## src/rtl/rfcmd_pkg.sv

```systemverilog
// Constants and types shared by the block access command handler
package rfcmd_pkg;

  // ************************************************************
  // Command and response codes
  // ************************************************************
  localparam logic [7:0] CMD_READ = 8'h06;
  localparam logic [7:0] RSP_READ = 8'h07;
  localparam logic [7:0] CMD_WRITE = 8'h08;
  localparam logic [7:0] RSP_WRITE = 8'h09;

  // ************************************************************
  // Count limits
  // ************************************************************
  localparam logic [7:0] COUNT_MIN = 8'h01;
  localparam logic [7:0] READ_K_MAX = 8'h0F;
  localparam logic [7:0] READ_M_MAX = 8'h0F;
  localparam logic [7:0] WRITE_K_MAX = 8'h0B;
  localparam logic [7:0] WRITE_K_SPLIT = 8'h08;
  localparam logic [7:0] WRITE_M_MAX_LOW = 8'h0C;
  localparam logic [7:0] WRITE_M_MAX_HIGH = 8'h0B;
  localparam logic [7:0] VERIFY_M = 8'h01;

  // ************************************************************
  // Verify block list element, byte by byte
  // ************************************************************
  localparam logic [7:0] VERIFY_EL0 = 8'h00;
  localparam logic [7:0] VERIFY_EL1 = 8'h00;
  localparam logic [7:0] VERIFY_EL2 = 8'h01;
  localparam int ELEM_SHORT_BIT = 7;

  // ************************************************************
  // Frame layout
  // ************************************************************
  localparam int ID_BYTES = 8;
  localparam logic [7:0] ID_LAST = 8'h07;
  localparam logic [7:0] POS_ST1 = 8'h09;
  localparam logic [7:0] POS_ST2 = 8'h0A;
  localparam logic [7:0] POS_M = 8'h0B;
  localparam logic [7:0] POS_DATA = 8'h0C;

  // ************************************************************
  // Status flag values
  // ************************************************************
  localparam logic [7:0] ST_OK = 8'h00;
  localparam logic [7:0] ST_FAIL = 8'hFF;
  localparam logic [7:0] ERR_NONE = 8'h00;
  localparam logic [7:0] ERR_K = 8'hA1;
  localparam logic [7:0] ERR_M = 8'hA2;
  localparam logic [7:0] ERR_SID = 8'hA3;
  localparam logic [7:0] ERR_VERIFY = 8'hA4;

  // ************************************************************
  // State types
  // ************************************************************
  typedef enum logic [6:0] {
    F_ID = 7'b000_0001,
    F_K = 7'b000_0010,
    F_SID = 7'b000_0100,
    F_M = 7'b000_1000,
    F_BL = 7'b001_0000,
    F_DATA = 7'b010_0000,
    F_SKIP = 7'b100_0000
  } field_type;

  typedef enum logic [3:0] {
    M_RX = 4'b0001,
    M_TX = 4'b0010,
    M_FETCH = 4'b0100,
    M_LOAD = 4'b1000
  } main_type;

endpackage

```

## src/rtl/byte_stream_if.sv

```systemverilog
// Valid and ready word stream between internal modules
`timescale 1ns/10ps
`default_nettype none
interface byte_stream_if #(parameter int WIDTH = 9) ();
  logic valid;
  logic ready;
  logic [WIDTH-1:0] data;
  modport source (output valid, output data, input ready);
  modport sink (input valid, input data, output ready);
endinterface
`default_nettype wire

```

## src/rtl/byte_buffer.sv

```systemverilog
// Shift style buffer on the response path, head entry drives the outputs
`timescale 1ns/10ps
`default_nettype none
module byte_buffer #(
  parameter int WIDTH = 9,
  parameter int DEPTH = 2
) (
  input wire logic clk,
  input wire logic rst_n,
  byte_stream_if.sink fill,
  output logic out_valid,
  input wire logic out_ready,
  output logic [WIDTH-1:0] out_data
);

  logic [WIDTH-1:0] slot [DEPTH];
  logic [WIDTH-1:0] next_slot [DEPTH];
  logic [DEPTH-1:0] full;
  logic [DEPTH-1:0] next_full;

  if (DEPTH < 2) begin : g_bad_depth
    $error("byte_buffer needs at least two entries");
  end

  // Room while the tail entry is free
  assign fill.ready = ~full[DEPTH-1];
  assign out_valid = full[0];
  assign out_data = slot[0];

  // Shift on pop, then place a push in the first free entry
  always_comb begin
    logic placed;
    placed = 1'b0;
    next_slot = slot;
    next_full = full;
    if (full[0] && out_ready) begin
      for (int i = 0; i < DEPTH - 1; i++) begin
        next_slot[i] = slot[i+1];
        next_full[i] = full[i+1];
      end
      next_full[DEPTH-1] = 1'b0;
    end
    if (fill.valid && fill.ready) begin
      for (int i = 0; i < DEPTH; i++) begin
        if (!placed && !next_full[i]) begin
          next_slot[i] = fill.data;
          next_full[i] = 1'b1;
          placed = 1'b1;
        end
      end
    end
  end

  // Entry registers
  always_ff @(posedge clk) begin
    if (!rst_n) begin
      full <= '0;
      for (int i = 0; i < DEPTH; i++) begin
        slot[i] <= '0;
      end
    end else begin
      full <= next_full;
      slot <= next_slot;
    end
  end
endmodule
`default_nettype wire

```

## src/rtl/count_limits.sv

```systemverilog
// Range checks on the service count and the block count
`timescale 1ns/10ps
`default_nettype none
module count_limits
  import rfcmd_pkg::*;
(
  input wire logic is_read,
  input wire logic [7:0] k,
  input wire logic [7:0] m,
  output logic k_ok,
  output logic m_ok
);

  logic [7:0] k_max;
  logic [7:0] m_max;

  // Limits depend on the command and, for writes, on the service count
  assign k_max = is_read ? READ_K_MAX : WRITE_K_MAX;
  assign m_max = is_read ? READ_M_MAX :
                 (k <= WRITE_K_SPLIT) ? WRITE_M_MAX_LOW : WRITE_M_MAX_HIGH;
  assign k_ok = (k >= COUNT_MIN) && (k <= k_max);
  assign m_ok = (m >= COUNT_MIN) && (m <= m_max);

endmodule
`default_nettype wire

```

## src/rtl/rf_block_read_write_verify.sv

```systemverilog
// Block read, write and verify command handler for the contactless link
// Notes on behaviour
// - Read: code 0x06, 1 to 15 services
// - Read reply: 0x07, id, flags, count, data
// - Read failure drops count and data
// - Write data to memory or host port
// - Write frame: code, id, services, list, data
// - Frame carries identifier from polling
// - Write or verify: 1 to 11 services
// - Block limit 12, or 11 above eight services
// - Service values ignored but must match
// - Write reply: 0x09, id, two flags
// - List 0x000001 with one block means verify
// - Verify needs exactly one block
// - Any common service value accepted
`timescale 1ns/10ps
`default_nettype none
module rf_block_read_write_verify
  import rfcmd_pkg::*;
#(
  parameter int MAX_BLOCKS = 15,
  parameter int BUF_DEPTH = 2
) (
  input wire logic clk,
  input wire logic rst_n,
  input wire logic [63:0] card_id,
  input wire logic tunnel_mode,
  input wire logic rx_valid,
  output logic rx_ready,
  input wire logic [7:0] rx_data,
  input wire logic rx_first,
  input wire logic rx_last,
  output logic tx_valid,
  input wire logic tx_ready,
  output logic [7:0] tx_data,
  output logic tx_last,
  output logic acc_we,
  output logic acc_re,
  output logic acc_host,
  output logic acc_verify,
  output logic [7:0] acc_block,
  output logic [3:0] acc_index,
  output logic [7:0] acc_wdata,
  input wire logic [7:0] acc_rdata
);

  if (MAX_BLOCKS != 15) begin : g_bad_blocks
    $error("block list storage must hold exactly 15 entries");
  end

  // ************************************************************
  // State
  // ************************************************************
  main_type state, next_state;
  field_type field, next_field;
  logic [7:0] cnt, next_cnt;
  logic cmd_read, next_cmd_read;
  logic [7:0] k, next_k;
  logic [7:0] m, next_m;
  logic [15:0] sid_first, next_sid_first;
  logic id_bad, next_id_bad;
  logic done, next_done;
  logic [7:0] err, next_err;
  logic is_verify, next_is_verify;
  logic [7:0] el0, next_el0;
  logic [7:0] el1, next_el1;
  logic [1:0] el_pos, next_el_pos;
  logic [3:0] el_cnt, next_el_cnt;
  logic [7:0] blk_list [MAX_BLOCKS];
  logic [7:0] next_blk_list [MAX_BLOCKS];
  logic [7:0] pos, next_pos;
  logic [7:0] read_byte, next_read_byte;
  logic tunnel, next_tunnel;
  logic next_rx_ready;
  logic next_acc_we, next_acc_re, next_acc_host, next_acc_verify;
  logic [7:0] next_acc_block, next_acc_wdata;
  logic [3:0] next_acc_index;

  logic take;
  logic k_ok, m_ok;
  logic [7:0] last_pos;
  logic [7:0] rsp_byte;

  byte_stream_if #(.WIDTH(9)) push ();

  // Identifier byte, most significant first
  function automatic logic [7:0] id_byte(input logic [63:0] id, input logic [7:0] idx);
    return id[(ID_BYTES - 1 - int'(idx[2:0])) * 8 +: 8];
  endfunction

  // ************************************************************
  // Count checks and response path
  // ************************************************************
  count_limits u_limits (
    .is_read(cmd_read),
    .k(field == F_K ? rx_data : k),
    .m(rx_data),
    .k_ok(k_ok),
    .m_ok(m_ok)
  );

  byte_buffer #(.WIDTH(9), .DEPTH(BUF_DEPTH)) u_buffer (
    .clk(clk),
    .rst_n(rst_n),
    .fill(push.sink),
    .out_valid(tx_valid),
    .out_ready(tx_ready),
    .out_data({tx_last, tx_data})
  );

  assign take = rx_valid && rx_ready;
  // Failed reads end after the flags
  assign last_pos = (cmd_read && err == ERR_NONE) ?
                    8'(POS_M + {m[3:0], 4'h0}) : POS_ST2;

  // Response byte for the current position
  always_comb begin
    if (pos == 8'h00) begin
      rsp_byte = cmd_read ? RSP_READ : RSP_WRITE;
    end else if (pos <= ID_LAST + 8'h01) begin
      rsp_byte = id_byte(card_id, 8'(pos - 8'h01));
    end else if (pos == POS_ST1) begin
      rsp_byte = (err == ERR_NONE) ? ST_OK : ST_FAIL;
    end else if (pos == POS_ST2) begin
      rsp_byte = err;
    end else if (pos == POS_M) begin
      rsp_byte = m;
    end else begin
      rsp_byte = read_byte;
    end
  end

  assign push.valid = (state == M_TX);
  assign push.data = {pos == last_pos, rsp_byte};

  // ************************************************************
  // Next state
  // ************************************************************
  always_comb begin
    logic [7:0] noff;
    noff = 8'h00;
    next_state = state;
    next_field = field;
    next_cnt = cnt;
    next_cmd_read = cmd_read;
    next_k = k;
    next_m = m;
    next_sid_first = sid_first;
    next_id_bad = id_bad;
    next_done = done;
    next_err = err;
    next_is_verify = is_verify;
    next_el0 = el0;
    next_el1 = el1;
    next_el_pos = el_pos;
    next_el_cnt = el_cnt;
    next_blk_list = blk_list;
    next_pos = pos;
    next_read_byte = read_byte;
    next_tunnel = tunnel;
    next_rx_ready = rx_ready;
    next_acc_we = 1'b0;
    next_acc_re = 1'b0;
    next_acc_host = acc_host;
    next_acc_verify = acc_verify;
    next_acc_block = acc_block;
    next_acc_index = acc_index;
    next_acc_wdata = acc_wdata;
    unique case (state)
      M_RX: begin
        if (take && rx_first) begin
          // Command code opens a new frame
          next_cmd_read = (rx_data == CMD_READ);
          next_field = (rx_data == CMD_READ || rx_data == CMD_WRITE) ? F_ID : F_SKIP;
          next_cnt = 8'h00;
          next_err = ERR_NONE;
          next_id_bad = 1'b0;
          next_done = 1'b0;
          next_is_verify = 1'b0;
          next_el_pos = 2'd0;
          next_el_cnt = 4'd0;
          next_tunnel = tunnel_mode;
        end else if (take) begin
          unique case (field)
            F_ID: begin
              if (rx_data != id_byte(card_id, cnt)) begin
                next_id_bad = 1'b1;
              end
              next_cnt = 8'(cnt + 8'h01);
              if (cnt == ID_LAST) begin
                next_field = F_K;
                next_cnt = 8'h00;
              end
            end
            F_K: begin
              next_k = rx_data;
              if (!k_ok) begin
                next_err = ERR_K;
                next_done = 1'b1;
                next_field = F_SKIP;
              end else begin
                next_field = F_SID;
              end
            end
            F_SID: begin
              // First value kept, the rest must equal it
              if (cnt < 8'h02) begin
                next_sid_first[cnt[0] ? 0 : 8 +: 8] = rx_data;
              end else if (rx_data != sid_first[cnt[0] ? 0 : 8 +: 8]) begin
                next_err = ERR_SID;
                next_done = 1'b1;
                next_field = F_SKIP;
              end
              next_cnt = 8'(cnt + 8'h01);
              if (next_field == F_SID && 9'(cnt) + 9'd1 == {k, 1'b0}) begin
                next_field = F_M;
              end
            end
            F_M: begin
              next_m = rx_data;
              if (!m_ok) begin
                next_err = ERR_M;
                next_done = 1'b1;
                next_field = F_SKIP;
              end else begin
                next_field = F_BL;
              end
            end
            F_BL: begin
              next_el_pos = 2'(el_pos + 2'd1);
              if (el_pos == 2'd0) begin
                next_el0 = rx_data;
              end else if (el_pos == 2'd1) begin
                next_el1 = rx_data;
              end
              if ((el_pos == 2'd1 && el0[ELEM_SHORT_BIT]) || el_pos == 2'd2) begin
                // Element complete, low block byte kept
                next_blk_list[el_cnt] = (el_pos == 2'd1) ? rx_data : el1;
                next_el_pos = 2'd0;
                next_el_cnt = 4'(el_cnt + 4'd1);
                if (!cmd_read && el_cnt == 4'd0 && el_pos == 2'd2 && el0 == VERIFY_EL0
                    && el1 == VERIFY_EL1 && rx_data == VERIFY_EL2) begin
                  next_is_verify = 1'b1;
                end
                if (next_is_verify && m != VERIFY_M) begin
                  next_err = ERR_VERIFY;
                  next_done = 1'b1;
                  next_field = F_SKIP;
                end else if ({4'h0, el_cnt} + 8'h01 == m) begin
                  next_done = cmd_read;
                  next_field = cmd_read ? F_SKIP : F_DATA;
                  next_cnt = 8'h00;
                end
              end
            end
            F_DATA: begin
              // Data only reaches memory for a clean frame
              next_acc_we = (err == ERR_NONE);
              next_acc_host = tunnel;
              next_acc_verify = is_verify;
              next_acc_block = blk_list[cnt[7:4]];
              next_acc_index = cnt[3:0];
              next_acc_wdata = rx_data;
              next_cnt = 8'(cnt + 8'h01);
              if (cnt + 8'h01 == {m[3:0], 4'h0}) begin
                next_done = 1'b1;
                next_field = F_SKIP;
              end
            end
            F_SKIP: begin
              next_field = F_SKIP;
            end
            default: begin
              next_field = F_SKIP;
            end
          endcase
        end
        if (take && rx_last) begin
          // Reply only to complete frames meant for this card
          next_field = F_SKIP;
          next_pos = 8'h00;
          if (next_done && !next_id_bad) begin
            next_state = M_TX;
            next_rx_ready = 1'b0;
          end
        end
      end
      M_TX: begin
        if (push.ready) begin
          next_pos = 8'(pos + 8'h01);
          noff = 8'(pos + 8'h01 - POS_DATA);
          if (pos == last_pos) begin
            next_state = M_RX;
            next_rx_ready = 1'b1;
          end else if (pos + 8'h01 >= POS_DATA) begin
            // Fetch the next read byte
            next_state = M_FETCH;
            next_acc_re = 1'b1;
            next_acc_host = tunnel;
            next_acc_verify = 1'b0;
            next_acc_block = blk_list[noff[7:4]];
            next_acc_index = noff[3:0];
          end
        end
      end
      M_FETCH: begin
        next_state = M_LOAD;
      end
      M_LOAD: begin
        next_read_byte = acc_rdata;
        next_state = M_TX;
      end
      default: begin
        next_state = M_RX;
        next_rx_ready = 1'b1;
      end
    endcase
  end

  // ************************************************************
  // Registers
  // ************************************************************
  always_ff @(posedge clk) begin
    if (!rst_n) begin
      state <= M_RX;
      field <= F_SKIP;
      cnt <= 8'h00;
      cmd_read <= 1'b0;
      k <= 8'h00;
      m <= 8'h00;
      sid_first <= 16'h0000;
      id_bad <= 1'b0;
      done <= 1'b0;
      err <= ERR_NONE;
      is_verify <= 1'b0;
      el0 <= 8'h00;
      el1 <= 8'h00;
      el_pos <= 2'd0;
      el_cnt <= 4'd0;
      for (int i = 0; i < MAX_BLOCKS; i++) begin
        blk_list[i] <= 8'h00;
      end
      pos <= 8'h00;
      read_byte <= 8'h00;
      tunnel <= 1'b0;
      rx_ready <= 1'b1;
      acc_we <= 1'b0;
      acc_re <= 1'b0;
      acc_host <= 1'b0;
      acc_verify <= 1'b0;
      acc_block <= 8'h00;
      acc_index <= 4'h0;
      acc_wdata <= 8'h00;
    end else begin
      state <= next_state;
      field <= next_field;
      cnt <= next_cnt;
      cmd_read <= next_cmd_read;
      k <= next_k;
      m <= next_m;
      sid_first <= next_sid_first;
      id_bad <= next_id_bad;
      done <= next_done;
      err <= next_err;
      is_verify <= next_is_verify;
      el0 <= next_el0;
      el1 <= next_el1;
      el_pos <= next_el_pos;
      el_cnt <= next_el_cnt;
      blk_list <= next_blk_list;
      pos <= next_pos;
      read_byte <= next_read_byte;
      tunnel <= next_tunnel;
      rx_ready <= next_rx_ready;
      acc_we <= next_acc_we;
      acc_re <= next_acc_re;
      acc_host <= next_acc_host;
      acc_verify <= next_acc_verify;
      acc_block <= next_acc_block;
      acc_index <= next_acc_index;
      acc_wdata <= next_acc_wdata;
    end
  end
endmodule
`default_nettype wire

```

## config.mk

```make
export PLATFORM = sky130hd
export DESIGN_NAME = rf_block_read_write_verify
export DESIGN_NICKNAME = d
export VERILOG_FILES = /design/src/rtl/rfcmd_pkg.sv /design/src/rtl/byte_stream_if.sv /design/src/rtl/byte_buffer.sv /design/src/rtl/count_limits.sv /design/src/rtl/rf_block_read_write_verify.sv
export SDC_FILE = /design/constraint.sdc
export NUM_CORES = 1
export LEC_CHECK = 0
export BUFFER_PORTS_ARGS = -buffer_cell sky130_fd_sc_hd__clkbuf_2
export CAP_MARGIN = 10
export CORE_MARGIN = 4
export CORE_UTILIZATION = 60
export DETAILED_ROUTE_END_ITERATION = 16
export GPL_TIMING_DRIVEN = 0
export PLACE_DENSITY = 0.78
export RECOVER_POWER = 100
export SYNTH_ARGS = -nofsm -noshare
export SYNTH_HDL_FRONTEND = slang
export SYNTH_SLANG_ARGS = --single-unit
```

## constraint.sdc

```tcl
create_clock -name clk -period 5.9 [get_ports clk]
set_input_delay 0.885 -clock clk [delete_from_list [all_inputs] [get_ports clk]]
set_output_delay 0.885 -clock clk [all_outputs]
set_load 0.01 [all_outputs]
```

* Yosys cells after proc, flatten, opt, wreduce, memory -nomap -nowiden
Index checks and enable logic that the tools add are counted.
** Operators by class
- Bitwise gates (word level) :: 12
- Add/sub/neg operators :: 12
- Shift operators :: 5
- Muxes and demuxes :: 147
- Eq/ne operators :: 49
- Order comparisons :: 12
- Reduce and logical (&&, ||, !) cells :: 60
** Operator list (count)
- $mux 8 :: 37
- $mux 7 :: 19
- $shiftx 64x7->8 :: 2
- $bwmux 120 :: 1
- $mux 4 :: 17
- $bmux 8 s4 :: 2
- $mux 1 :: 46
- $pmux 7 s6 :: 1
- $neg 32->33 :: 1
- $shift 8x33->16 const A :: 1
- $shiftx 8x33->16 :: 1
- $demux 8 s4 :: 1
- $eq 8x4->1 const B :: 4
- $logic_not 8->1 :: 4
- $pmux 8 s2 :: 2
- $pmux 8 s4 :: 1
- $mux 9 :: 3
- $reduce_and 5->1 :: 5
- $ne 3x3->1 const B :: 8
- $pmux 8 s3 :: 1
- $logic_and 1x1->1 :: 19
- $mux 18 :: 1
- $add 8x1->8 const B :: 2
- $bwmux 16 :: 1
- other kinds (66) :: 117
** Word-level totals
- Register bits after elaboration :: 267
- Output and inout port bits :: 35

* Longest topological paths before layout
Gate-level depths: netlist (run 1).
- Depth after elaboration :: 23
- Gate-level depth with buffers :: 15

* Cells and area by module
A second synthesis (run 1) with hierarchy kept.
** Unflattened totals
- Cell total of the unflattened synthesis :: 1791
- Area total of the unflattened synthesis :: 15946.5 sq um
** By module, submodules not included
- rf_block_read_write_verify :: area an instance 14808.0 sq um, times used 1, cells each 1655, sequential area each 4864.7 sq um
- byte_buffer :: area an instance 978.4 sq um, times used 1, cells each 113, sequential area each 400.4 sq um
- count_limits :: area an instance 160.2 sq um, times used 1, cells each 23, sequential area each 0.0 sq um

* Worst setup path before layout (run 1)
OpenSTA, ideal clock, no wires.
- Path type :: input port to flip-flop
- From :: in rx_data[4]
- To :: reg err[0]
- Data arrival time :: 4028 ps
- Setup time :: 117 ps
- Stages on the path :: 13
- Slack :: 1755 ps
- Data required time :: 5783 ps
- Buffers on the path :: 2
- Cell sequence :: buf_2 or4_1 clkbuf_1 o31ai_1 nor2_1 ha_1 o21ai_0 a31oi_1 a211oi_1 or4b_2 a211oi_1 o22ai_1 a32o_1
** Between the ends
- Cells in the longest elaborated chain, start to end :: 11
- Elaborated cells between the ends (all ways) :: 25
- Those cells by class :: order compare (5); eq/ne (6); mux (9); reduce/logical (5)
** Ends and longest elaborated chain
- start, declared :: line rf_block_read_write_verify.sv:30 : input wire logic [7:0] rx_data,
- branches (longest 10 deep; another with $le 8x4->1)
- $reduce_and 9->1 (no source line) *
- end signal, assigned :: line rf_block_read_write_verify.sv:364 : err <= next_err;
- end, declared :: line rf_block_read_write_verify.sv:63 : logic [7:0] err, next_err;
Mark *: on every way between the ends. The select of a mux whose other input is x is not followed.
A chain may end at the register's enable or synchronous reset.

* Worst setup path in the final report (run 1)
- From :: reg pos[0]
- To :: reg acc_block[1]
** Between the ends
- Cells in the longest elaborated chain, start to end :: 10
- Elaborated cells between the ends (all ways) :: 15
- Those cells by class :: add/sub (2); order compare (1); eq/ne (3); mux (7); bitwise (1); reduce/logical (1)
** Ends and longest elaborated chain
- start, declared :: line rf_block_read_write_verify.sv:71 : logic [7:0] pos, next_pos;
- start signal, assigned :: line rf_block_read_write_verify.sv:371 : pos <= next_pos;
- $add 8x1->8 :: line rf_block_read_write_verify.sv:291, rf_block_read_write_verify.sv:295
- $sub 8x4->8 :: line rf_block_read_write_verify.sv:291 : noff = 8'(pos + 8'h01 - POS_DATA);
- $not 4->5 (implied by the code) :: line rf_block_read_write_verify.sv:301 : next_acc_block = blk_list[noff[7:4]];
- $bmux 8 s4 :: line rf_block_read_write_verify.sv:301
- $mux 8 (implied by the code) (2 in series) :: line rf_block_read_write_verify.sv:301
- $mux 8 :: line rf_block_read_write_verify.sv:295 : end else if (pos + 8'h01 >= POS_DATA) begin
- $mux 8 :: line rf_block_read_write_verify.sv:292 : if (pos == last_pos) begin
- $mux 8 :: line rf_block_read_write_verify.sv:289 : if (push.ready) begin
- $pmux 8 s2 :: line rf_block_read_write_verify.sv:169 : unique case (state)
- end signal, assigned :: line rf_block_read_write_verify.sv:379 : acc_block <= next_acc_block;
- end, declared :: line rf_block_read_write_verify.sv:41 : output logic [7:0] acc_block,
Several ways; a longest one is shown, not always the timed one. The select of a mux whose other input is x is not followed.

==> run summary, run 1 <==
Status -> finished clean
N_diodes -> 0
Post-CTS Setup Inserts -> 0
Antenna Nets Post-Route -> 0
Setup violators final -> 0
Die height -> 168 um
Distinct cells, synth -> 78
First drt pass iteration count -> 6
GRT Util Overall -> 36.9%
CP Max Fanout -> 10
CORE AREA -> 0.0252 mm2
First-pass GRT wire length -> 82.8 mm
Non-Filler Instances -> 2291
Clock transition at path regs -> 0.07 ns
DRC viols -> 0
Unrepaired setup endpoints after global routing -> no
Power per cell area -> 224 mW/mm2
Cells after Synth -> 1796
FILL cells -> 2166
CTS Hold Bufs -> 0
Max frequency -> 190 MHz
Min Tclk post-route -> 5.26 ns
CP Cell Sequence -> clkbuf_1 > clkbuf_1 > nand3_1 > xnor2_1 > ha_1 > clkbuf_1 > and3b_1 > nor3_1 > o211ai_1 > nor2_1 > a221oi_1 > or4_1 > a31oi_1
Util after Layout -> 68.5%
1st-iter DRT viols -> 1938
Final Slew Violations -> 0
#FFs+latches synth -> 263
Initial Util -> 60.9%
Top cell type by total area after synthesis -> dfxtp_1
Ports -> 122
Die Area -> 0.0282 mm2
Final hold vios -> 0
Post-synthesis sequential area ratio -> 34.3%
Vias in the first global route -> 14500
Async set or reset register ratio after synthesis -> 0%
Post-synth top area share -> 34.3%
WP data required -> 6.35 ns
Post-CTS sizing -> 0
Layout cells sized above 1 -> 11.8%
Most frequent cell after synthesis -> dfxtp_1
Setup ws final -> 0.638 ns
Fin crit share -> 89.2%
Synthesized cell area -> 0.0153 mm2
Gpl congestion -> 1.12
Longest Clk Path Bufs -> 3
Initial antenna violation count -> 0
Num CTS Buffers -> 27
Slowest cell on crit path -> clkbuf_1
Dpl ws -> 0.876 ns
Mapped Nets -> 1901
Slew margin rel. -> 3.96%
CTS tree -> yes
Most frequent CP cell -> clkbuf_1
Main synth FF type -> dfxtp_1
Worst-Margin Slew -> 1.42 ns
Post-synth EDFFs -> 0
Sum Neg Setup Slack -> 0 ns
Syn_area_per_cell -> 8.54 um2
HPWL after DPL -> 41.1 mm
CP endpoint kind -> flip-flop
Wire length per cell -> 23.8 um
WS Path Type -> reg -> reg
Cell leakage power -> 5.93 nW
Critical Path AT -> 5.71 ns
Via count -> 15500
Warning count from the yosys run -> 0
CTS Root Cell -> clkbuf_16
Placed instance count -> 2242
H-tree level count -> 1
Largest net degree at the start of global routing -> 15
Startpoint types -> flip-flop
Worst path max stage delay -> 0.59 ns
Synth top area cells -> dfxtp_1, mux4_2, mux2i_1
Row count -> 58
Port Buffer Count -> 116
Power Total -> 3.86 mW
Area growth, synth to finish -> 12.5%
Vias per cell -> 6.75
Worst-skew pair later-pin latency -> 0.57 ns
Synth cell count leaders -> dfxtp_1, nor2_1, nand2_1
Worst hold path type -> reg -> reg
Clock Sinks -> 263
GR Overflow Total -> 0
Peak VDD IR -> 0.291 mV
Routed wire length -> 54.6 mm
Clock Skew -> 0.0104 ns
Nets -> 2046
Die width -> 168 um
Number of max-cap violations -> 0
==> per-layer routing <==
metal / vias to the layer above / track usage, % / routed length, um
met3: 263 / 4.72 / 5100
met4: 0 / 24.0 / 4390
met2: 1008 / 59.7 / 24600
met5: - / 0 / 0
met1: 7220 / 46.5 / 20600
li1: 6967 / - / -
==> power by group <==
group	internal, mW	total (mW)	switching (mW)
logic	0.0593	0.182	0.123
clock network	1.13	1.90	0.772
registers	1.78	1.78	0.00246
==> layout by cell type (no fill, tap or decap), drive strengths merged, types with 6 or more instances in the layout <==
cell type and instances:
clkbuf 285, dfxtp 263, nor2 252, nand2 170, a211oi 146, mux2i 110
a21oi 88, o21ai 72, mux4 58, nand3 49, nor3 30, inv 28
buf 27, xnor2 25, a31oi 23, nor4 20, and3 20, nand4 18
ha 18, mux2 16, nor2b 14, nand2b 14, or4 13, o2111ai 13
xor2 12, a221oi 12, or3 10, a2bb2oi 9, o211ai 9, o21a 8
and4 8, a311oi 6, a211o 6
==> sequential cells by signal, indices dropped and copies added (netlist names), 7 cells and up <==
name,flops
read_byte,8
u_buffer.out_data,9
blk_list,120
el0,8
field,7
k,8
pos,8
acc_wdata,8
m,8
acc_block,8
u_buffer.slot,9
cnt,8
el1,8
sid_first,16
==> worst max-delay path, delay by kind of cell (launching register included) <==
| kind | cells | cell delay (ns) |
|---|---|---|
| buffers and inverters | 3 | 1.39 |
| and+or+nand+nor | 5 | 1.88 |
| DFF | 1 | 0.36 |
| adders and majority gates | 1 | 0.21 |
| AOI/OAI and AO/OA | 3 | 0.92 |
| xor gates and xnor gates | 1 | 0.38 |
==> cell type report <==
| class | count | area [um2] | area share [%] |
|---|---|---|---|
| repair buffers | 116 | 536 | 3.10 |
| inverters | 27 | 101 | 0.587 |
| clock inverters | 12 | 184 | 1.07 |
| flip-flops and latches | 263 | 5270 | 30.5 |
| multi-input cells | 1347 | 9320 | 54.0 |
| plain buffers | 159 | 632 | 3.66 |
| well taps | 330 | 413 | 2.39 |
| clock buffers | 37 | 803 | 4.66 |
==> worst paths after layout <==
check | start | to | slack, ns | depth (start not counted)
setup / recovery | pos[0]$_SDFFE_PN0P_ | acc_block[1]$_SDFFE_PN0P_ | 0.64 | 13
hold / removal | acc_host$_SDFFE_PN0P_ | acc_host$_SDFFE_PN0P_ | 0.45 | 2
setup reg to reg | pos[0]$_SDFFE_PN0P_ | acc_block[1]$_SDFFE_PN0P_ | 0.64 | 13
hold reg to reg | acc_host$_SDFFE_PN0P_ | acc_host$_SDFFE_PN0P_ | 0.45 | 2
==> stage by stage <==
stage | hold slack [ns] | instance area [um2]
3_5_place_dp | 0.443 | 16300
3_3_place_gp | 0.439 | 16300
5_1_grt | 0.469 | 17300
6_report | 0.453 | 17300
2_1_floorplan | 0.431 | 15300
4_1_cts | 0.455 | 17300
==> kinds of logic (layout without fill, tap and decap cells) <==
| group | count (synthesis) | count (layout) | share of synthesized area [%] |
|---|---|---|---|
| simple gates | 650 | 650 | 19.7 |
| buf+inv | 186 | 351 | 4.80 |
| fa+ha+maj | 18 | 18 | 1.47 |
| xor+xnor | 39 | 39 | 2.41 |
| mux | 184 | 184 | 16.9 |
| compound gates | 456 | 456 | 20.4 |
| flops | 263 | 263 | 34.3 |
No activity file was read; power rests on OpenSTA's default activity.
==> run 2, diff against run 1 <==
- CORE_UTILIZATION: 60 -> 24
- PLACE_DENSITY: 0.78 -> 0.37
==> run 2 against run 1 <==
  * The run now ends with capacitance limit, slew limit left
  * Non-clock buffer count rose by 1
  * First-iteration DRC count fell by 44%
  * Register-to-register slack barely moved
  * Clock skew rose by 0.034 ns
==> run summary, run 2 (synthesized netlist as in run 1, its figures left out) <==
Post-CTS sizing -> 0 (unchanged)
Longest Clk Path Bufs -> 3 (unchanged)
Worst-Margin Slew -> 1.51 ns (was 1.42 ns)
Number of max-cap violations -> 1 (was 0)
Port Buffer Count -> 116 (unchanged)
Die width -> 261 um (was 168 um)
Failing checks -> capacitance limit, slew limit
CTS Root Cell -> clkbuf_16 (unchanged)
Nets -> 2056 (was 2046)
R2R Setup Slk -> 0.64 ns (about the same)
First drt pass iteration count -> 5 (was 6)
Switching Share -> 25.3% (was 23.2%)
N_diodes -> 0 (unchanged)
Row count -> 92 (was 58)
Hold endpoint -> acc_wdata[6]$_SDFFE_PN0P_ (was acc_host$_SDFFE_PN0P_)
Vias in the first global route -> 14500 (about the same)
Layout cells sized above 1 -> 12.3% (was 11.8%)
Routed wire length -> 67.2 mm (was 54.6 mm)
Initial antenna violation count -> 4 (was 0)
CORE AREA -> 0.0632 mm2 (was 0.0252 mm2)
WS Path Type -> reg -> reg (unchanged)
Clock transition at path regs -> 0.06 ns (was 0.07 ns)
HPWL after DPL -> 51.8 mm (was 41.1 mm)
Critical Path AT -> 5.76 ns (was 5.71 ns)
WP data required -> 6.40 ns (was 6.35 ns)
Cell-internal power -> 3.11 mW (was 2.97 mW)
CTS Hold Bufs -> 0 (unchanged)
Worst r2r dst -> acc_block[3]$_SDFFE_PN0P_ (was acc_block[1]$_SDFFE_PN0P_)
Final hold vios -> 0 (unchanged)
Via count -> 14900 (was 15500)
Wire length per cell -> 23.8 um (about the same)
R2R depth -> 14 (was 13)
CP endpoint kind -> flip-flop (unchanged)
Unrepaired setup endpoints after global routing -> no (unchanged)
Worst hold path type -> reg -> reg (unchanged)
P_sw -> 1.06 mW (was 897 uW)
1st-iter DRT viols -> 1092 (was 1938)
Most frequent cells in the layout -> dfxtp_1, nor2_1, clkbuf_1 (was dfxtp_1, nor2_1, nand2_1)
Logic pwr share -> 4.6% (was 4.7%)
Clock power share -> 52.6% (was 49.2%)
Cell leakage power -> 6.03 nW (was 5.93 nW)
Sum Neg Setup Slack -> 0 ns (unchanged)
Status -> finished, violations left (was finished clean)
Die height -> 261 um (was 168 um)
Largest net degree at the start of global routing -> 12 (was 15)
Vias per cell -> 5.27 (was 6.75)
Min Tclk post-route -> 5.26 ns (about the same)
Post-CTS Setup Inserts -> 0 (unchanged)
Worst-skew pair later-pin latency -> 0.59 ns (was 0.57 ns)
Fin crit share -> 89.2% (about the same)
Die Area -> 0.0680 mm2 (was 0.0282 mm2)
Largest Register -> blk_list (unchanged)
Commonest non-fill, non-tap cell in the layout -> dfxtp_1 (unchanged)
GR Overflow Total -> 0 (unchanged)
H-tree level count -> 2 (was 1)
Part of the power in registers -> 42.7% (was 46.1%)
Util after Layout -> 28.6% (was 68.5%)
DRC viols -> 0 (unchanged)
Final Slew Violations -> 7 (was 0)
Gpl congestion -> 0.891 (was 1.12)
Peak VDD IR -> 0.146 mV (was 0.291 mV)
First-pass GRT wire length -> 98.1 mm (was 82.8 mm)
Num CTS Buffers -> 36 (was 27)
Area growth, synth to finish -> 18.0% (was 12.5%)
Power per cell area -> 230 mW/mm2 (was 224 mW/mm2)
Slew margin rel. -> -2.34% (was 3.96%)
Clock Sinks -> 263 (unchanged)
Worst reg2reg startpoint -> pos[0]$_SDFFE_PN0P_ (unchanged)
Clock Skew -> 0.0449 ns (was 0.0104 ns)
Antenna Nets Post-Route -> 0 (unchanged)
WHS Path Cells -> 2 (unchanged)
Setup violators final -> 0 (unchanged)
Startpoint types -> flip-flop (unchanged)
Ports -> 122 (unchanged)
Max reg flops -> 120 (unchanged)
CP Max Fanout -> 10 (unchanged)
Initial Util -> 24.3% (was 60.9%)
Largest regs -> blk_list x120, sid_first x16 (unchanged)
Max frequency -> 190 MHz (about the same)
GRT Util Overall -> 19.3% (was 36.9%)
CTS tree -> yes (unchanged)
Min-Delay Startpoint -> acc_wdata[6]$_SDFFE_PN0P_ (was acc_host$_SDFFE_PN0P_)
run 2: worst max path at each step:
stage | start | endpoint | slack [ns]
finish | pos[0]$_SDFFE_PN0P_ | acc_block[3]$_SDFFE_PN0P_ | 0.64
global route | pos[0]$_SDFFE_PN0P_ | acc_block[3]$_SDFFE_PN0P_ | 0.11
CTS | pos[0]$_SDFFE_PN0P_ | acc_block[3]$_SDFFE_PN0P_ | 0.64
detailed placement | pos[0]$_SDFFE_PN0P_ | acc_block[3]$_SDFFE_PN0P_ | 0.65
global placement | pos[0]$_SDFFE_PN0P_ | acc_block[3]$_SDFFE_PN0P_ | 0.64
floorplan | rx_data[4] | err[0]$_SDFFE_PN0P_ | 1.76
run 2: cell type report:
class                      count  area [um2]
buffer                       159         632
clock buffer                  49        1030
clock inverter                15         141
fill                        6801       45100
inverter                      27         101
multi-input combinational   1347        9320
sequential                   263        5270
tap                          846        1060
timing repair buffer         117         546
run 2: power by group through the flow:
stage / Combinational, mW / Sequential (mW) / Clock, mW
after CTS: 0.196 / 1.78 / 2.25
after global routing: 0.208 / 1.78 / 2.32
after global placement: 0.194 / 1.82 / 0
after floorplan: 0.0909 / 1.82 / 0
final: 0.193 / 1.78 / 2.19
after detailed placement: 0.194 / 1.82 / 0
run 2: metal layers:
metal	GRT usage, %	vias to the layer above	share of wire, %
met5	0	-	0
met4	6.68	0	3.3
met3	3.01	107	5.8
met2	31.7	497	46
met1	25.7	7310	45
li1	-	6974	-
run 2: through the flow:
| stage | cells | area [um2] | power [mW] | setup WS (ns) | hold WS, ns |
|---|---|---|---|---|---|
| after floorplan | 1796 | 15300 | 1.91 | 1.76 | 0.431 |
| after global placement | 2758 | 17000 | 2.01 | 0.635 | 0.443 |
| after detailed placement | 2759 | 17000 | 2.01 | 0.651 | 0.445 |
| after CTS | 2823 | 18200 | 4.23 | 0.637 | 0.453 |
| after global routing | 2823 | 18100 | 4.31 | 0.109 | 0.467 |
| final | 2823 | 18100 | 4.17 | 0.637 | 0.451 |
run 2: critical path: stages, from the launching register on:
cell and delay, ns:
dfxtp_1 0.36, clkbuf_1 0.48, clkbuf_1 0.67, nand3_1 0.19
xnor2_1 0.27, ha_1 0.18, clkbuf_1 0.29, and3b_1 0.23
nor3_1 0.45, o211a_1 0.23, clkbuf_1 0.38, clkbuf_1 0.74
mux2i_1 0.31, o2111ai_1 0.16, a31oi_1 0.24
==> run 3, diff against run 2 <==
- CORE_UTILIZATION: 24 -> 40
- PLACE_DENSITY: 0.37 -> 0.55
==> run 3 against run 2 <==
  * The flow now finishes without violations
  * Combinational power is 6% lower
  * Final area is 3.1% lower
  * Cell count is 12% lower
  * Sequential cell count stayed put
  * Power is 5.1% lower
==> run summary, run 3 (synthesized netlist as in run 1, its figures left out) <==
Cell leakage power -> 5.95 nW (was 6.03 nW)
Initial antenna violation count -> 0 (was 4)
Largest Register -> blk_list (unchanged)
Worst path max stage delay -> 0.60 ns (was 0.74 ns)
Min Tclk post-route -> 5.28 ns (was 5.26 ns)
Vias per cell -> 5.96 (was 5.27)
CP Max Fanout -> 10 (unchanged)
Most frequent cells in the layout -> dfxtp_1, nor2_1, clkbuf_1 (unchanged)
Power Total -> 3.96 mW (was 4.17 mW)
Worst r2r dst -> acc_block[4]$_SDFFE_PN0P_ (was acc_block[3]$_SDFFE_PN0P_)
Critical Path AT -> 5.79 ns (was 5.76 ns)
Unrepaired setup endpoints after global routing -> no (unchanged)
N_diodes -> 0 (unchanged)
Slew margin rel. -> 13.5% (was -2.34%)
Clock Sinks -> 263 (unchanged)
Worst reg2reg startpoint -> pos[0]$_SDFFE_PN0P_ (unchanged)
Post-CTS Setup Inserts -> 0 (unchanged)
Peak VDD IR -> 0.239 mV (was 0.146 mV)
P_sw -> 935 uW (was 1.06 mW)
Worst hold path type -> reg -> reg (unchanged)
CP top delay family -> buffers and inverters (unchanged)
Max frequency -> 190 MHz (about the same)
Status -> finished clean (was finished, violations left)
Most frequent CP cell -> clkbuf_1 (unchanged)
CP Cell Sequence -> clkbuf_1 > clkbuf_1 > nand3_1 > xnor2_1 > ha_1 > clkbuf_1 > and3b_1 > nor3_1 > o211ai_1 > nor2_1 > clkbuf_1 > a221oi_1 > or4_1 > a31oi_1 (was clkbuf_1 > clkbuf_1 > nand3_1 > xnor2_1 > ha_1 > clkbuf_1 > and3b_1 > nor3_1 > o211a_1 > clkbuf_1 > clkbuf_1 > mux2i_1 > o2111ai_1 > a31oi_1)
Min-Delay Startpoint -> acc_wdata[7]$_SDFFE_PN0P_ (was acc_wdata[6]$_SDFFE_PN0P_)
Largest net degree at the start of global routing -> 15 (was 12)
Worst-skew pair later-pin latency -> 0.58 ns (was 0.59 ns)
Logic pwr share -> 4.6% (about the same)
Sum Neg Setup Slack -> 0 ns (unchanged)
Worst-Margin Slew -> 1.28 ns (was 1.51 ns)
H-tree level count -> 1 (was 2)
Row count -> 71 (was 92)
GRT Util Overall -> 26.9% (was 19.3%)
Die height -> 204 um (was 261 um)
Wire length per cell -> 23.3 um (was 23.8 um)
Routed wire length -> 57.6 mm (was 67.2 mm)
1st-iter DRT viols -> 1314 (was 1092)
WHS Path Cells -> 2 (unchanged)
Power per cell area -> 226 mW/mm2 (was 230 mW/mm2)
Die Area -> 0.0415 mm2 (was 0.0680 mm2)
Max reg flops -> 120 (unchanged)
HPWL after DPL -> 44.5 mm (was 51.8 mm)
Util after Layout -> 46.4% (was 28.6%)
First drt pass iteration count -> 5 (unchanged)
Clock power share -> 50.4% (was 52.6%)
Ports -> 122 (unchanged)
GR Overflow Total -> 0 (unchanged)
WP data required -> 6.41 ns (was 6.40 ns)
CTS Hold Bufs -> 0 (unchanged)
Via count -> 14800 (was 14900)
Antenna Nets Post-Route -> 0 (unchanged)
Cell area after layout -> 0.0175 mm2 (was 0.0181 mm2)
Setup violators final -> 0 (unchanged)
Final Slew Violations -> 0 (was 7)
Number of max-cap violations -> 0 (was 1)
CP Depth -> 14 (unchanged)
Cell-internal power -> 3.02 mW (was 3.11 mW)
Switching Share -> 23.6% (was 25.3%)
R2R Setup Slk -> 0.62 ns (was 0.64 ns)
Initial Util -> 40.6% (was 24.3%)
Largest regs -> blk_list x120, sid_first x16 (unchanged)
Part of the power in registers -> 45.0% (was 42.7%)
Post-CTS sizing -> 0 (unchanged)
Num CTS Buffers -> 30 (was 36)
Commonest non-fill, non-tap cell in the layout -> dfxtp_1 (unchanged)
Nets -> 2049 (was 2056)
WS Path Type -> reg -> reg (unchanged)
Gpl congestion -> 0.960 (was 0.891)
Port Buffer Count -> 116 (unchanged)
Final hold vios -> 0 (unchanged)
Layout cells sized above 1 -> 11.9% (was 12.3%)
Longest Clk Path Bufs -> 3 (unchanged)
Startpoint types -> flip-flop (unchanged)
Hold endpoint -> acc_wdata[7]$_SDFFE_PN0P_ (was acc_wdata[6]$_SDFFE_PN0P_)
Die width -> 204 um (was 261 um)
DP Area -> 0.0166 mm2 (was 0.0170 mm2)
Slowest cell on crit path -> clkbuf_1 (unchanged)
R2R depth -> 14 (unchanged)
Area growth, synth to finish -> 14.3% (was 18.0%)
DRC viols -> 0 (unchanged)
First-pass GRT wire length -> 87.4 mm (was 98.1 mm)
Clock transition at path regs -> 0.07 ns (was 0.06 ns)
CP endpoint kind -> flip-flop (unchanged)
Fin crit share -> 89.4% (was 89.2%)
Clock Skew -> 0.0147 ns (was 0.0449 ns)
CORE AREA -> 0.0378 mm2 (was 0.0632 mm2)
CTS Root Cell -> clkbuf_16 (unchanged)
Vias in the first global route -> 14400 (was 14500)
Crit path buffers/inverters -> 4 (was 5)
CTS tree -> yes (unchanged)
run 3: power by group through the flow:
stage,Sequential [mW],Clock [mW],Combinational [mW]
after detailed placement,1.82,0,0.179
after global placement,1.82,0,0.178
after global routing,1.78,2.09,0.194
after CTS,1.78,2.02,0.180
final,1.78,1.99,0.181
after floorplan,1.82,0,0.0909
run 3: how the worst max path moves through the flow:
stage	startpoint	endpoint	slack (ns)
after detailed placement	pos[0]$_SDFFE_PN0P_	acc_block[5]$_SDFFE_PN0P_	0.86
after global routing	pos[0]$_SDFFE_PN0P_	acc_block[3]$_SDFFE_PN0P_	0.24
after CTS	pos[0]$_SDFFE_PN0P_	acc_block[4]$_SDFFE_PN0P_	0.84
after floorplan	rx_data[4]	err[0]$_SDFFE_PN0P_	1.76
final	pos[0]$_SDFFE_PN0P_	acc_block[4]$_SDFFE_PN0P_	0.62
after global placement	pos[0]$_SDFFE_PN0P_	acc_block[4]$_SDFFE_PN0P_	0.89
run 3: final cells by class:
class | instances | area [um2]
Buffer | 159 | 632
Clock buffer | 40 | 850
Clock inverter | 16 | 191
Fill cell | 3792 | 20200
Inverter | 27 | 101
Multi-Input combinational cell | 1347 | 9320
Sequential cell | 263 | 5270
Tap cell | 511 | 639
Timing Repair Buffer | 116 | 536
run 3: per-stage QoR:
step | hold WS, ns | instances | setup slack [ns]
3_5_place_dp | 0.447 | 2423 | 0.865
2_1_floorplan | 0.431 | 1796 | 1.76
4_1_cts | 0.455 | 2479 | 0.836
5_1_grt | 0.466 | 2479 | 0.236
3_3_place_gp | 0.444 | 2423 | 0.892
6_report | 0.452 | 2479 | 0.623
run 3: tightest hold or removal path: cells and delay by family (launching register included):
family | cells | cell delay [ns]
flip-flops | 1 | 0.31
AO/OA/AOI/OAI | 1 | 0.05
AND/OR/NAND/NOR | 1 | 0.05
run 3: metal layers:
metal	vias up	GRT usage [%]	wire [um]
met1	7066	34.4	24100
met4	0	11.4	2690
met2	594	45.6	27000
met5	-	0	0
li1	6957	-	-
met3	146	4.03	3820
